### config.mk
export PLATFORM = sky130hd
export DESIGN_NAME = cesr_regs
export DESIGN_NICKNAME = d
export VERILOG_FILES = /design/src/hw/cesr_regs.v /design/src/hw/cesr_sync3.v
export VERILOG_INCLUDE_DIRS = /design/src /design/src/hw
export SDC_FILE = /design/constraint.sdc
export NUM_CORES = 1
export LEC_CHECK = 0
export CAP_MARGIN = 30
export CORE_MARGIN = 10
export CORE_UTILIZATION = 65
export CTS_BUF_LIST = sky130_fd_sc_hd__clkbuf_8
export DETAILED_ROUTE_END_ITERATION = 12
export DONT_BUFFER_PORTS = 1
export PLACE_DENSITY = 0.81
export SLEW_MARGIN = 20
export SYNTH_ARGS = -nofsm -noshare
export SYNTH_HDL_FRONTEND = slang
export SYNTH_SLANG_ARGS = --single-unit
### constraint.sdc
create_clock -name REF_CLK_I -period 3.3 [get_ports REF_CLK_I]
set_clock_uncertainty 0.2 [all_clocks]
set_input_delay 0.495 -clock REF_CLK_I [delete_from_list [all_inputs] [get_ports REF_CLK_I]]
set_output_delay 0.495 -clock REF_CLK_I [all_outputs]
set_load 0.05 [all_outputs]
### src/hw/cesr_map.vh
// register map, field positions and reset values of the error/status register bank
// Notes on behaviour
// - enable bit 7 high drives interrupt pin push-pull, low makes it open-drain
// - combined flag reaches the pin only while enable bit 6 is one
// - card-detect request joins combined flag only while enable bit 5 is one
// - enable bits 4..0 gate timer 4..0 underflow requests into combined flag
// - error register at 0Ah; bit 7 flags failed last nvm command
// - bit 6 set on fifo write during crc, receive phases or authentication
// - bit 6 cleared at command start, in multi-frame mode only after error append instead
// - write into full fifo sets bit 5; later writes discarded, contents kept
// - under 4 bits after start-of-frame sets bit 4, drops frame silently
// - with disturbance suppression, frames under 3 bytes dropped silently too
// - bits 4,2,1,0 clear on receive start or transceive wait-for-data entry
// - transmit request with empty fifo sets bit 3
// - collision sets bit 2, records first position, not inside end-of-frame
// - stop bit, type-B frame or byte count fault sets bit 1, stops receive
// - byte in flight at protocol error is not stored into fifo
// - parity or crc fault sets bit 0, reception continues
// - collision also sets bit 0 while collision-as-integrity is set
// - status at 0Bh: bit 5 cipher active, bits 2..0 link state
// - link state codes 000,001,011,101,110,111; 010 and 100 unused
// - only authentication sets cipher active; software write of zero clears it
// - combined flag set whenever any enabled request is active
// - polarity invert bit inverts the interrupt pin level
`ifndef CESR_MAP_VH
`define CESR_MAP_VH
`define CESR_ADDR_IRQ_EN2    8'h09
`define CESR_ADDR_ERROR      8'h0A
`define CESR_ADDR_STATUS     8'h0B
`define CESR_ADDR_RXCTRL     8'h0C
`define CESR_ADDR_COLLPOS    8'h0D
`define CESR_ADDR_CTRL       8'h0E
`define CESR_RST_IRQ_EN2     8'h00
`define CESR_RST_RXCTRL      8'h00
`define CESR_RST_CTRL        8'h00
`define CESR_EN_DRIVE_BIT    7
`define CESR_EN_PIN_BIT      6
`define CESR_EN_CARD_BIT     5
`define CESR_ERR_NVM_BIT     7
`define CESR_ERR_WRVIOL_BIT  6
`define CESR_ERR_OVFL_BIT    5
`define CESR_ERR_SHORT_BIT   4
`define CESR_ERR_NODATA_BIT  3
`define CESR_ERR_COLL_BIT    2
`define CESR_ERR_PROT_BIT    1
`define CESR_ERR_INTEG_BIT   0
`define CESR_ST_CIPHER_BIT   5
`define CESR_RX_COLLISION_AS_INTEGRITY_BIT   3
`define CESR_CTRL_INV_BIT    0
`define CESR_CTRL_MULTI_BIT  1
`define CESR_CTRL_EMD_BIT    2
`define CESR_LS_IDLE         3'h0
`define CESR_LS_TXWAIT       3'h1
`define CESR_LS_TX           3'h3
`define CESR_LS_RXWAIT       3'h5
`define CESR_LS_WAITDATA     3'h6
`define CESR_LS_RX           3'h7
`define CESR_MIN_BITS        3'h4
`define CESR_MIN_EMD_BYTES   2'h3
`endif

### src/hw/cesr_regs.v
// contactless error, interrupt-enable and link status register bank
`timescale 1ns/10ps
`include "cesr_map.vh"
module cesr_regs #(
    parameter TIMERS = 5
) (
    input  wire              REF_CLK_I,
    input  wire              RST_I,
    input  wire [7:0]        ADDR_I,
    input  wire [7:0]        WDATA_I,
    input  wire              WR_I,
    input  wire              RD_I,
    output reg  [7:0]        RDATA_O,
    input  wire              CARD_DETECT_REQ_I,
    input  wire [TIMERS-1:0] TIMER_UFL_REQ_I,
    input  wire              NVM_CMD_DONE_I,
    input  wire              NVM_CMD_FAIL_I,
    input  wire              FIFO_WR_I,
    input  wire              FIFO_FULL_I,
    input  wire              FIFO_EMPTY_I,
    input  wire              CRC_TX_I,
    input  wire              CMD_START_I,
    input  wire              CMD_RECEIVE_I,
    input  wire              CMD_TRANSCEIVE_I,
    input  wire              AUTH_CMD_ACTIVE_I,
    input  wire              AUTH_CIPHER_SET_I,
    input  wire              ERR_APPENDED_I,
    input  wire              TX_REQ_I,
    input  wire              TX_DONE_I,
    input  wire              TX_GAP_DONE_I,
    input  wire              RX_WAIT_DONE_I,
    input  wire              SOF_I,
    input  wire              RX_BIT_I,
    input  wire              RX_BYTE_I,
    input  wire              RX_EOF_I,
    input  wire              COLL_I,
    input  wire              COLL_IN_EOF_I,
    input  wire [6:0]        COLL_BITPOS_I,
    input  wire              STOP_BIT_ERR_I,
    input  wire              SOF_EOF_ERR_I,
    input  wire              BYTE_COUNT_ERR_I,
    input  wire              PARITY_ERR_I,
    input  wire              CRC_ERR_I,
    output wire              FIFO_WR_ACCEPT_O,
    output wire              RX_BYTE_STORE_O,
    output reg               RX_IRQ_O,
    output wire              RECEIVE_DECODER_EN_O,
    output wire              COMBINED_IRQ_FLAG_O,
    output reg               IRQ_PIN_O,
    output reg               IRQ_PIN_OE_N_O
);
    reg  [7:0] irq_en_reg;
    reg  [7:0] err_reg;
    reg  [7:0] err_next;
    reg        cipher_reg;
    reg  [2:0] state_reg;
    reg  [2:0] state_next;
    reg  [7:0] rxctrl_reg;
    reg  [7:0] ctrl_reg;
    reg  [7:0] coll_pos_reg;
    reg        fifo_block_reg;
    reg  [2:0] bit_cnt_reg;
    reg  [1:0] byte_cnt_reg;
    wire       pin_raw;
    wire       card_s;
    wire [TIMERS-1:0] tmr_s;
    wire       wr_en2;
    wire       wr_st;
    wire       rx_clear;
    wire       rx_active;
    wire       prot_hit;
    wire       short_frame;
    wire       coll_hit;
    wire       any_req;

    // pin inputs from outside the clock domain
    cesr_sync3 #(.W(1)) u_sync_card (
        .clk_i (REF_CLK_I),
        .rst_i (RST_I),
        .d_i   (CARD_DETECT_REQ_I),
        .q_o   (card_s)
    );
    cesr_sync3 #(.W(TIMERS)) u_sync_tmr (
        .clk_i (REF_CLK_I),
        .rst_i (RST_I),
        .d_i   (TIMER_UFL_REQ_I),
        .q_o   (tmr_s)
    );

    assign wr_en2 = WR_I && (ADDR_I == `CESR_ADDR_IRQ_EN2);
    assign wr_st  = WR_I && (ADDR_I == `CESR_ADDR_STATUS);

    // link state machine
    always @* begin
        state_next = state_reg;
        case (state_reg)
            `CESR_LS_IDLE: begin
                if (CMD_START_I && CMD_RECEIVE_I) begin
                    state_next = `CESR_LS_RXWAIT;
                end else if (CMD_START_I && CMD_TRANSCEIVE_I) begin
                    state_next = `CESR_LS_TXWAIT;
                end
            end
            `CESR_LS_TXWAIT: begin
                if (TX_REQ_I) begin
                    state_next = FIFO_EMPTY_I ? `CESR_LS_IDLE : `CESR_LS_TX;
                end
            end
            `CESR_LS_TX: begin
                if (TX_DONE_I) begin
                    state_next = `CESR_LS_RXWAIT;
                end
            end
            `CESR_LS_RXWAIT: begin
                if (RX_WAIT_DONE_I || TX_GAP_DONE_I) begin
                    state_next = `CESR_LS_WAITDATA;
                end
            end
            `CESR_LS_WAITDATA: begin
                if (SOF_I) begin
                    state_next = `CESR_LS_RX;
                end
            end
            `CESR_LS_RX: begin
                if (prot_hit) begin
                    state_next = `CESR_LS_IDLE;
                end else if (RX_EOF_I) begin
                    state_next = short_frame ? `CESR_LS_WAITDATA : `CESR_LS_IDLE;
                end
            end
            default: state_next = `CESR_LS_IDLE;
        endcase
    end

    assign rx_active = (state_reg == `CESR_LS_RX);
    assign rx_clear  = (CMD_START_I && CMD_RECEIVE_I) ||
                       (state_next == `CESR_LS_WAITDATA && state_reg != `CESR_LS_WAITDATA
                        && state_reg != `CESR_LS_RX);
    assign prot_hit  = rx_active && (STOP_BIT_ERR_I || SOF_EOF_ERR_I || BYTE_COUNT_ERR_I);
    assign short_frame = (byte_cnt_reg == 2'h0 && bit_cnt_reg < `CESR_MIN_BITS) ||
                         (ctrl_reg[`CESR_CTRL_EMD_BIT] &&
                          byte_cnt_reg < `CESR_MIN_EMD_BYTES);
    assign coll_hit  = rx_active && COLL_I && !COLL_IN_EOF_I;
    assign RX_BYTE_STORE_O = RX_BYTE_I && rx_active && !prot_hit;
    assign RECEIVE_DECODER_EN_O = (state_reg == `CESR_LS_WAITDATA) || rx_active;
    assign FIFO_WR_ACCEPT_O = FIFO_WR_I && !FIFO_FULL_I && !fifo_block_reg;

    // error flags; sets win over clears
    always @* begin
        err_next = err_reg;
        if (NVM_CMD_DONE_I) begin
            err_next[`CESR_ERR_NVM_BIT] = NVM_CMD_FAIL_I;
        end
        if (ctrl_reg[`CESR_CTRL_MULTI_BIT] ? ERR_APPENDED_I : CMD_START_I) begin
            err_next[`CESR_ERR_WRVIOL_BIT] = 1'b0;
        end
        if (CMD_START_I) begin
            err_next[`CESR_ERR_OVFL_BIT]   = 1'b0;
            err_next[`CESR_ERR_NODATA_BIT] = 1'b0;
        end
        if (rx_clear) begin
            err_next[`CESR_ERR_SHORT_BIT] = 1'b0;
            err_next[`CESR_ERR_COLL_BIT]  = 1'b0;
            err_next[`CESR_ERR_PROT_BIT]  = 1'b0;
            err_next[`CESR_ERR_INTEG_BIT] = 1'b0;
        end
        if (FIFO_WR_I && (CRC_TX_I || state_reg[2] || AUTH_CMD_ACTIVE_I)) begin
            err_next[`CESR_ERR_WRVIOL_BIT] = 1'b1;
        end
        if (FIFO_WR_I && FIFO_FULL_I) begin
            err_next[`CESR_ERR_OVFL_BIT] = 1'b1;
        end
        if (rx_active && RX_EOF_I && !prot_hit && short_frame) begin
            err_next[`CESR_ERR_SHORT_BIT] = 1'b1;
        end
        if (state_reg == `CESR_LS_TXWAIT && TX_REQ_I && FIFO_EMPTY_I) begin
            err_next[`CESR_ERR_NODATA_BIT] = 1'b1;
        end
        if (coll_hit) begin
            err_next[`CESR_ERR_COLL_BIT] = 1'b1;
            if (rxctrl_reg[`CESR_RX_COLLISION_AS_INTEGRITY_BIT]) begin
                err_next[`CESR_ERR_INTEG_BIT] = 1'b1;
            end
        end
        if (prot_hit) begin
            err_next[`CESR_ERR_PROT_BIT] = 1'b1;
        end
        if (rx_active && (PARITY_ERR_I || CRC_ERR_I)) begin
            err_next[`CESR_ERR_INTEG_BIT] = 1'b1;
        end
    end

    always @(posedge REF_CLK_I or posedge RST_I) begin
        if (RST_I) begin
            irq_en_reg     <= `CESR_RST_IRQ_EN2;
            err_reg        <= 8'h00;
            cipher_reg     <= 1'b0;
            state_reg      <= `CESR_LS_IDLE;
            rxctrl_reg     <= `CESR_RST_RXCTRL;
            ctrl_reg       <= `CESR_RST_CTRL;
            coll_pos_reg   <= 8'h00;
            fifo_block_reg <= 1'b0;
            bit_cnt_reg    <= 3'h0;
            byte_cnt_reg   <= 2'h0;
            RX_IRQ_O       <= 1'b0;
            RDATA_O        <= 8'h00;
        end else begin
            state_reg <= state_next;
            err_reg   <= err_next;
            if (wr_en2) begin
                irq_en_reg <= WDATA_I;
            end
            if (WR_I && ADDR_I == `CESR_ADDR_RXCTRL) begin
                rxctrl_reg <= WDATA_I;
            end
            if (WR_I && ADDR_I == `CESR_ADDR_CTRL) begin
                ctrl_reg <= WDATA_I & 8'h07;
            end
            if (AUTH_CIPHER_SET_I) begin
                cipher_reg <= 1'b1;
            end else if (wr_st && !WDATA_I[`CESR_ST_CIPHER_BIT]) begin
                cipher_reg <= 1'b0;
            end
            if (FIFO_WR_I && FIFO_FULL_I) begin
                fifo_block_reg <= 1'b1;
            end else if (CMD_START_I) begin
                fifo_block_reg <= 1'b0;
            end
            if (rx_clear) begin
                coll_pos_reg <= 8'h00;
            end else if (coll_hit && !coll_pos_reg[7]) begin
                coll_pos_reg <= {1'b1, COLL_BITPOS_I};
            end
            // frame length counting for short-frame checks
            if (state_reg != `CESR_LS_RX) begin
                bit_cnt_reg  <= 3'h0;
                byte_cnt_reg <= 2'h0;
            end else begin
                if (RX_BIT_I && bit_cnt_reg != 3'h7) begin
                    bit_cnt_reg <= bit_cnt_reg + 3'h1;
                end
                if (RX_BYTE_I && byte_cnt_reg != 2'h3) begin
                    byte_cnt_reg <= byte_cnt_reg + 2'h1;
                end
            end
            RX_IRQ_O <= rx_active && ((RX_EOF_I && !short_frame) || prot_hit);
            RDATA_O  <= 8'h00;
            if (RD_I) begin
                case (ADDR_I)
                    `CESR_ADDR_IRQ_EN2: RDATA_O <= irq_en_reg;
                    `CESR_ADDR_ERROR:   RDATA_O <= err_reg;
                    `CESR_ADDR_STATUS:  RDATA_O <= {2'b00, cipher_reg, 2'b00, state_reg};
                    `CESR_ADDR_RXCTRL:  RDATA_O <= rxctrl_reg;
                    `CESR_ADDR_COLLPOS: RDATA_O <= coll_pos_reg;
                    `CESR_ADDR_CTRL:    RDATA_O <= ctrl_reg;
                    default:            RDATA_O <= 8'h00;
                endcase
            end
        end
    end

    assign any_req = (card_s && irq_en_reg[`CESR_EN_CARD_BIT]) ||
                     (|(tmr_s & irq_en_reg[TIMERS-1:0]));
    assign COMBINED_IRQ_FLAG_O = any_req;

    // interrupt pin driver
    assign pin_raw = (any_req && irq_en_reg[`CESR_EN_PIN_BIT])
                     ^ ctrl_reg[`CESR_CTRL_INV_BIT];
    always @(posedge REF_CLK_I or posedge RST_I) begin
        if (RST_I) begin
            IRQ_PIN_O      <= 1'b0;
            IRQ_PIN_OE_N_O <= 1'b1;
        end else begin
            IRQ_PIN_O <= pin_raw;
            if (irq_en_reg[`CESR_EN_DRIVE_BIT]) begin
                IRQ_PIN_OE_N_O <= 1'b0;
            end else begin
                IRQ_PIN_OE_N_O <= pin_raw;
            end
        end
    end
endmodule // cesr_regs

### src/hw/cesr_sync3.v
// three-stage input synchroniser
`timescale 1ns/10ps
module cesr_sync3 #(
    parameter W = 1
) (
    input  wire         clk_i,
    input  wire         rst_i,
    input  wire [W-1:0] d_i,
    output wire [W-1:0] q_o
);
    reg [W-1:0] s1_reg;
    reg [W-1:0] s2_reg;
    reg [W-1:0] s3_reg;
    reg [W-1:0] q_reg;
    genvar g;
    always @(posedge clk_i or posedge rst_i) begin
        if (rst_i) begin
            s1_reg <= {W{1'b0}};
            s2_reg <= {W{1'b0}};
            s3_reg <= {W{1'b0}};
        end else begin
            s1_reg <= d_i;
            s2_reg <= s1_reg;
            s3_reg <= s2_reg;
        end
    end
    // a change counts once stages two and three agree
    generate
        for (g = 0; g < W; g = g + 1) begin : g_bit
            always @(posedge clk_i or posedge rst_i) begin
                if (rst_i) begin
                    q_reg[g] <= 1'b0;
                end else if (s2_reg[g] == s3_reg[g]) begin
                    q_reg[g] <= s3_reg[g];
                end
            end
        end
    endgenerate
    assign q_o = q_reg;
endmodule // cesr_sync3

==> metrics.md, run 1 <==
| Metric | Value |
|---|---|
| Crit path buf inv count | 0 |
| Root Driver | clkbuf_8 |
| Final hold vios | 0 |
| Post-synth EDFFs | 0 |
| Worst VDD drop | 0.3981 mV |
| WP depth | 3 |
| Syn Inst Count | ~260 |
| CTS tree | yes |
| Rel. slew slack | 0.4203 |
| Die ar. | 0.008616 mm^2 |
| Count of clock tree sinks | between 70 and 80 |
| RSZ-0062 raised after global routing | no |
| Number of I/O pins | 75 |
| P per Cell Area | roughly 530 mW/mm^2 |
| Largest stage delay on the critical path | between 0.5 and 0.6 ns |
| Reg-to-Reg End | coll_pos_reg[5] |
| Share of cells above drive strength 1 | 0.1583 |
| Period minus WS final | ~2.7 ns |
| Setup_tns | 0 ns |
| Setup crit start kind | register |
| DRT iter0 DRCs | ~210 |
| Initial Util | 0.6706 |
| DRT Pass-1 Iters | 4 |
| Layout Cells excl Fill | ~350 |
| Hpwl dp | approximately 5700 um |
| R2R setup slack | roughly 1.1 ns |
| Max Slew Vio Count | 0 |
| Number of port buffers | 0 |
| Commonest non-fill, non-tap cells in the layout | dfrtp_1 (78), nor2_1 (23), mux2i_1 (18), mux2_4 (16) |
| Critical Path Sink | RX_BYTE_STORE_O |
| Worst Setup SP | state_reg[0] |
| Period utilization | 0.8249 |
| Leakage dissipation | 0.001800 uW |
| CP max FO | 12 |
| RD Place Congestion | 0.7918 |
| Total gr overflow | 0 |
| Cells along the critical path | nand3_1, nor2b_1, and2_1 |
| Routed WL | between 7000 and 8000 um |
| Status | completed |
| Reg-to-reg startpoint | state_reg[0] |
| Seq/Total Area, Yosys | 0.5739 |
| CTS H-tree lvls | 3 |
| Mapped Area | 0.003447 mm^2 |
| Antenna-violating nets left | 0 |
| Post-synth ARST share | 1.000 |
| Vias | 2139 |
| CP Data Arrival Time | slightly above 2 ns |
| Worst hold-check path type | input pin to register |
| Post-layout instance area | between 0.003 and 0.004 mm^2 |
| Final Power | between 2000 and 2500 uW |
| Delay-heaviest family, CP | simple AND/OR/NAND/NOR gates |
| WS Path Type | register to primary output |
| Ys flop type | dfrtp_1 |
| Syn_nets | 327 |
| # setup viols final | 0 |
| DR WL/cell | between 20 and 25 um |
| Clock tree buffer depth | 2 |
| FF-to-FF path depth | 4 |
| DRC viols | 0 |
| Placed Cells | around 330 |
| Area grow syn2layout | 9.147% |
| Chip Height | 92.82 um |
| Initial antenna violation count | 0 |
| Fillers | 337 |
| Worst-Skew Late Latency | ~0.36 ns |
| Required @ worst endpoint | between 2 and 3 ns |
| First-pass GRT wire length | between 10000 and 15000 um |
| Post-DP Area | 0.003516 mm^2 |
| Worst-Margin Slew | ~0.87 ns |
| Area of the core | slightly above 0.005 mm^2 |
| Most common cell after layout, fill and taps aside | dfrtp_1 |
| Tot GR Track Use | 0.1850 |
| Post-CTS sizing | 0 |
| Max cap viols | 0 |
| Crit end category | primary output |
| CP max stage cell | dfrtp_1 |
| Yosys reg bits | 79 |
| CTS clk-pin slew, worst paths | 0.08 ns |
| # diodes | 0 |
| Avg Cell Area, Syn | between 10 and 15 um^2 |
| Vias in the first global route | about 2300 |
| Post-synth cell types | 53 |
| Chip Width | about 93 um |
| Buffers inserted by post-CTS timing repair | 0 |
| Largest net degree at the start of global routing | 31 |
| Number of synthesis warnings | 0 |
| Fmax | ~0.37 GHz |
| Cts bufs inserted | 9 |
| Vias per cell | between 6 and 7 |
| Std cell rows | 26 |
| Nets | roughly 340 |
==> worst min-delay path by stage <==
stage	from	endpoint	slack [ns]	cells past startpoint
floorplan	u_sync_card.s1_reg	u_sync_card.s2_reg	0.13	0
global placement	u_sync_tmr.s1_reg[0]	u_sync_tmr.s2_reg[0]	0.13	0
detailed placement	u_sync_tmr.s1_reg[1]	u_sync_tmr.s2_reg[1]	0.14	0
CTS	AUTH_CIPHER_SET_I	cipher_reg	0.01	1
global route	AUTH_CIPHER_SET_I	cipher_reg	0.03	1
finish	AUTH_CIPHER_SET_I	cipher_reg	0.02	1
==> cells by family after synthesis <==
group	synth area share
mux	0.1448
simple gates	0.1158
fa+ha+maj	0.03194
compound gates	0.1045
buf+inv	0.02142
xor+xnor	0.007624
flops	0.5739
==> metrics by stage <==
stage,hold WS [ns],util,setup WS (ns)
after floorplan,0.1312,-,0.5833
after global placement,0.1349,0.6840,1.023
after detailed placement,0.1373,0.6840,0.9827
after CTS,0.01471,0.7320,0.5769
after global routing,0.02521,0.7320,0.3896
final,0.01815,0.7320,0.5780
==> routing by layer <==
layer | vias to the layer above | track usage | part of all wire
met3 | 12 | 0.08717 | 0.091
met5 | - | 0 | 0
li1 | 974 | - | -
met2 | 76 | 0.2915 | 0.49
met1 | 1077 | 0.2183 | 0.40
met4 | 0 | 0.06170 | 0.018
==> worst register-to-register path: cells and delay by family (launching register included) <==
kind	cells	cell delay (ns)
muxes	1	0.23
and+or+nand+nor	3	1.12
DFF	1	0.54
==> layout make-up <==
class	instances	area, um^2	share of cell area
sequential	79	1978	0.5258
multi-input combinational	165	1400	0.3721
clock buffer	9	123.9	0.03292
tap	70	87.58	0.02328
timing repair buffer	9	85.08	0.02261
clock inverter	7	52.55	0.01397
inverter	9	35.03	0.009312
==> power by group <==
group	internal [uW]	total, uW	switching, uW
clock network	273	640	367
registers	1040	1130	91.8
logic	113	238	125
total	1430	2010	584
==> synth_stat cells, drive strengths merged, types with 5 or more instances <==
master | number | area [um^2]
mux2i | 18 | 180.2
nor2 | 23 | 86.33
inv | 9 | 33.78
a22oi | 7 | 52.55
nor3 | 5 | 25.02
maj3 | 6 | 60.06
clkbuf | 7 | 26.28
nand2 | 9 | 66.32
mux2 | 23 | 319.0
dfrtp | 78 | 1952
nor2b | 7 | 43.79
==> what timing repair did <==
item,4_1_cts,5_1_grt
setup endpoints to repair,0,0
endpoints found under the hold margin,34,0
hold buffers,7,0
Note: power is estimated with default switching activity, not from simulation.
==> run 2, diff against run 1 <==
--- a/config.mk
+++ b/config.mk
@@ -6,13 +6,14 @@
 export SDC_FILE = /design/constraint.sdc
 export NUM_CORES = 1
 export LEC_CHECK = 0
+export ABC_AREA = 1
 export CAP_MARGIN = 30
 export CORE_MARGIN = 10
-export CORE_UTILIZATION = 65
+export CORE_UTILIZATION = 59
 export CTS_BUF_LIST = sky130_fd_sc_hd__clkbuf_8
 export DETAILED_ROUTE_END_ITERATION = 12
 export DONT_BUFFER_PORTS = 1
-export PLACE_DENSITY = 0.81
+export PLACE_DENSITY = 0.78
 export SLEW_MARGIN = 20
 export SYNTH_ARGS = -nofsm -noshare
 export SYNTH_HDL_FRONTEND = slang
==> constraint.sdc (replaced) <==
create_clock -name REF_CLK_I -period 2.18 [get_ports REF_CLK_I]
set_clock_uncertainty 0.2 [all_clocks]
set_input_delay 0.327 -clock REF_CLK_I [delete_from_list [all_inputs] [get_ports REF_CLK_I]]
set_output_delay 0.327 -clock REF_CLK_I [all_outputs]
set_load 0.05 [all_outputs]
==> run 2 against run 1 <==
  * Core utilization rose by 0.38 points
  * Setup slack worse by 0.50 ns
  * Power rose by 67%
  * Final area up 15%
  * Largest cell class unchanged
  * Largest power group unchanged
==> metrics.md, run 2 <==
| Metric | Value |
|---|---|
| Status | completed |
| Main combinational cell family by area after synthesis | simple AND/OR/NAND/NOR gates |
| Fillers | just over 400 |
| Leakage dissipation | 0.002092 uW |
| Chip Width | approximately 100 um |
| Simple-Gate Fraction of Synth Area | 0.2721 |
| Number of port buffers | 0 |
| Root Driver | clkbuf_8 |
| Top cells by area, synth | dfrtp_1 (55%), nand2_1 (9.0%), nand3_1 (6.1%) |
| Syn_nets | 445 |
| Max cap viols | 0 |
| Worst-Margin Slew | just under 0.7 ns |
| CP max FO | 9 |
| Antenna-violating nets left | 0 |
| CP Data Arrival Time | between 2 and 2.5 ns |
| Period minus WS final | about 2.1 ns |
| Seq/Total Area, Yosys | 0.5573 |
| Worst VDD drop | between 0.5 and 0.6 mV |
| Nets | 501 |
| Vias in the first global route | just under 3000 |
| Reg-to-Reg End | state_reg[0] |
| Commonest non-fill, non-tap cells in the layout | nand2_1 (84), dfrtp_1 (76), nand3_1 (43), dlygate4sd3_1 (41), inv_1 (39) |
| Die ar. | 0.009519 mm^2 |
| Total gr overflow | 0 |
| Multi-input logic area | between 0.001 and 0.0015 mm^2 |
| Synth top cells by count | nand2_1 (85), dfrtp_1 (78), nand3_1 (43) |
| Reg-to-reg startpoint | state_reg[1] |
| Post-synthesis mux area share | 0.003172 |
| CTS tree | yes |
| Setup crit start kind | register |
| Clock tree buffer depth | 2 |
| Area grow syn2layout | 21.99% |
| Most common cell after layout, fill and taps aside | nand2_1 |
| Reg area | 0.001981 mm^2 |
| Required @ worst endpoint | 2.22 ns |
| Syn Inst Count | approximately 380 |
| CTS clk-pin slew, worst paths | around 0.08 ns |
| DRC viols | 0 |
| Final WS setup | between 0.08 and 0.09 ns |
| Post-synthesis xor/xnor area fraction | 0.004935 |
| Post-synth ARST share | 1.000 |
| # diodes | 0 |
| Rel. slew slack | 0.5354 |
| DRT Pass-1 Iters | 5 |
| CTS H-tree lvls | 3 |
| Crit end category | register |
| Routed WL | between 8000 and 9000 um |
| Synth Area in Compound Gates | 0.07966 |
| Count leader, synth | nand2_1 |
| Area leader, netlist | dfrtp_1 |
| Initial antenna violation count | 0 |
| First-pass GRT wire length | 14020 um |
| Max Slew Vio Count | 0 |
| Yosys reg bits | 79 |
| Hpwl dp | just over 6000 um |
| # setup viols final | 0 |
| Period utilization | 0.9628 |
| Avg Cell Area, Syn | around 9.3 um^2 |
| Post-synth EDFFs | 0 |
| Largest stage delay on the critical path | just under 0.6 ns |
| Largest net degree at the start of global routing | 31 |
| Number of I/O pins | 75 |
| Final hold vios | 0 |
| P per Cell Area | ~780 mW/mm^2 |
| Worst-Skew Late Latency | 0.36 ns |
| Adder-cell share of the synthesized area | 0.03102 |
| WS Path Type | register to register |
| DRT iter0 DRCs | around 250 |
| FF-to-FF path depth | 7 |
| Initial Util | 0.6031 |
| Worst Setup SP | state_reg[1] |
| Mapped Area | 0.003550 mm^2 |
| Vias per cell | 5.536 |
| Std cell rows | 28 |
| Post-synth top area share | 0.5499 |
| CP max stage cell | dlygate4sd3_1 |
| Post-synth cell types | 38 |
| Worst Hold Depth | 2 |
| Count of clock tree sinks | between 70 and 80 |
| Ys flop type | dfrtp_1 |
| Cts bufs inserted | 9 |
| RSZ-0062 raised after global routing | no |
| Cells along the critical path | nand2_2, nor2_8, inv_2, nor2_1, a21oi_1, o311ai_0, dlygate4sd3_1 |
| RD Place Congestion | between 0.8 and 0.9 |
| Share of cells above drive strength 1 | 0.1403 |
| Tot GR Track Use | 0.1785 |
| Vias | around 2900 |
| Critical Path Sink | state_reg[0] |
| Area of the core | approximately 0.0059 mm^2 |
| Setup_tns | 0 ns |
| Fmax | approximately 0.48 GHz |
| Chip Height | between 90 and 100 um |
| R2R setup slack | between 0.08 and 0.09 ns |
| DR WL/cell | 17.07 um |
| Number of synthesis warnings | 0 |
| Setup Slack @ Placement | 0.3910 ns |
| Worst hold-check path type | input pin to register |
==> run 2: cell count changes after synthesis, moves of 7 or more <==
cell / delta
nor2_1: +14
inv_1: +30
mux2i_1: -18
nand4_1: +7
nand3_1: +39
nand2_1: +78
clkbuf_1: -7
o21ai_2: +9
nor2b_1: -7
a22oi_1: -7
mux2_4: -16
o21ai_0: +16
==> run 2: final cells by class <==
class | count | share of cell area
inverter | 43 | 0.03872
tap | 75 | 0.02167
timing repair buffer | 49 | 0.1144
sequential | 79 | 0.4574
clock inverter | 7 | 0.01705
multi-input combinational | 255 | 0.3222
clock buffer | 9 | 0.02860
==> run 2: logic make-up (layout without fill, tap and decap cells) <==
logic type,count (synthesis),after routing
AND/OR/NAND/NOR,197,197
flip-flops,79,79
buffers and inverters,47,108
AO/OA/AOI/OAI,45,45
adder cells (fa/ha/maj),10,10
XOR/XNOR,2,2
multiplexers,1,1
==> run 2: how the worst min path moves through the flow <==
stage | from | endpoint
floorplan | u_sync_card.s1_reg | u_sync_card.s2_reg
global placement | RST_I | RDATA_O[4]
detailed placement | RST_I | RDATA_O[6]
CTS | TX_DONE_I | state_reg[1]
global route | TX_DONE_I | state_reg[1]
finish | TX_DONE_I | state_reg[1]
==> run 2: where the power goes <==
group	leakage [uW]	internal, uW	switching [uW]	total (uW)
registers	0.00101	1600	129	1730
logic	0.000985	227	320	547
clock network	0.0000933	530	549	1080
total	0.00209	2360	997	3360
==> run 2: per-stage QoR <==
stage	hold WS [ns]	power (uW)	cells	utilization	area, um^2
detailed placement	0.1256	2161	457	0.6265	3687
global route	0.02639	3494	517	0.7358	4330
floorplan	0.1312	2036	381	-	3553
finish	0.007670	3358	517	0.7358	4330
CTS	0.002132	3314	515	0.7319	4308
global placement	0.1197	2135	457	0.6265	3687
==> run 2: worst max-delay path, delay by kind of cell (launching register included) <==
family	cells	cell delay [ns]
AO/OA/AOI/OAI	2	0.34
flip-flops	1	0.45
AND/OR/NAND/NOR	3	0.29
buffers and inverters	2	0.71
==> run 2: what timing repair did <==
action	4_1_cts	5_1_grt
gates resized for setup	1	4
hold buffers	42	0
pin swaps	0	1
setup buffers	0	3
hold endpoints to repair	74	0
endpoints found under the setup margin	1	2
==> run 2: metal layers <==
metal	GRT usage	vias up	wire length, um
li1	-	1363	-
met1	0.2101	1352	3574
met2	0.2943	124	4364
met3	0.04836	23	612
met4	0.08501	0	273
met5	0	-	0
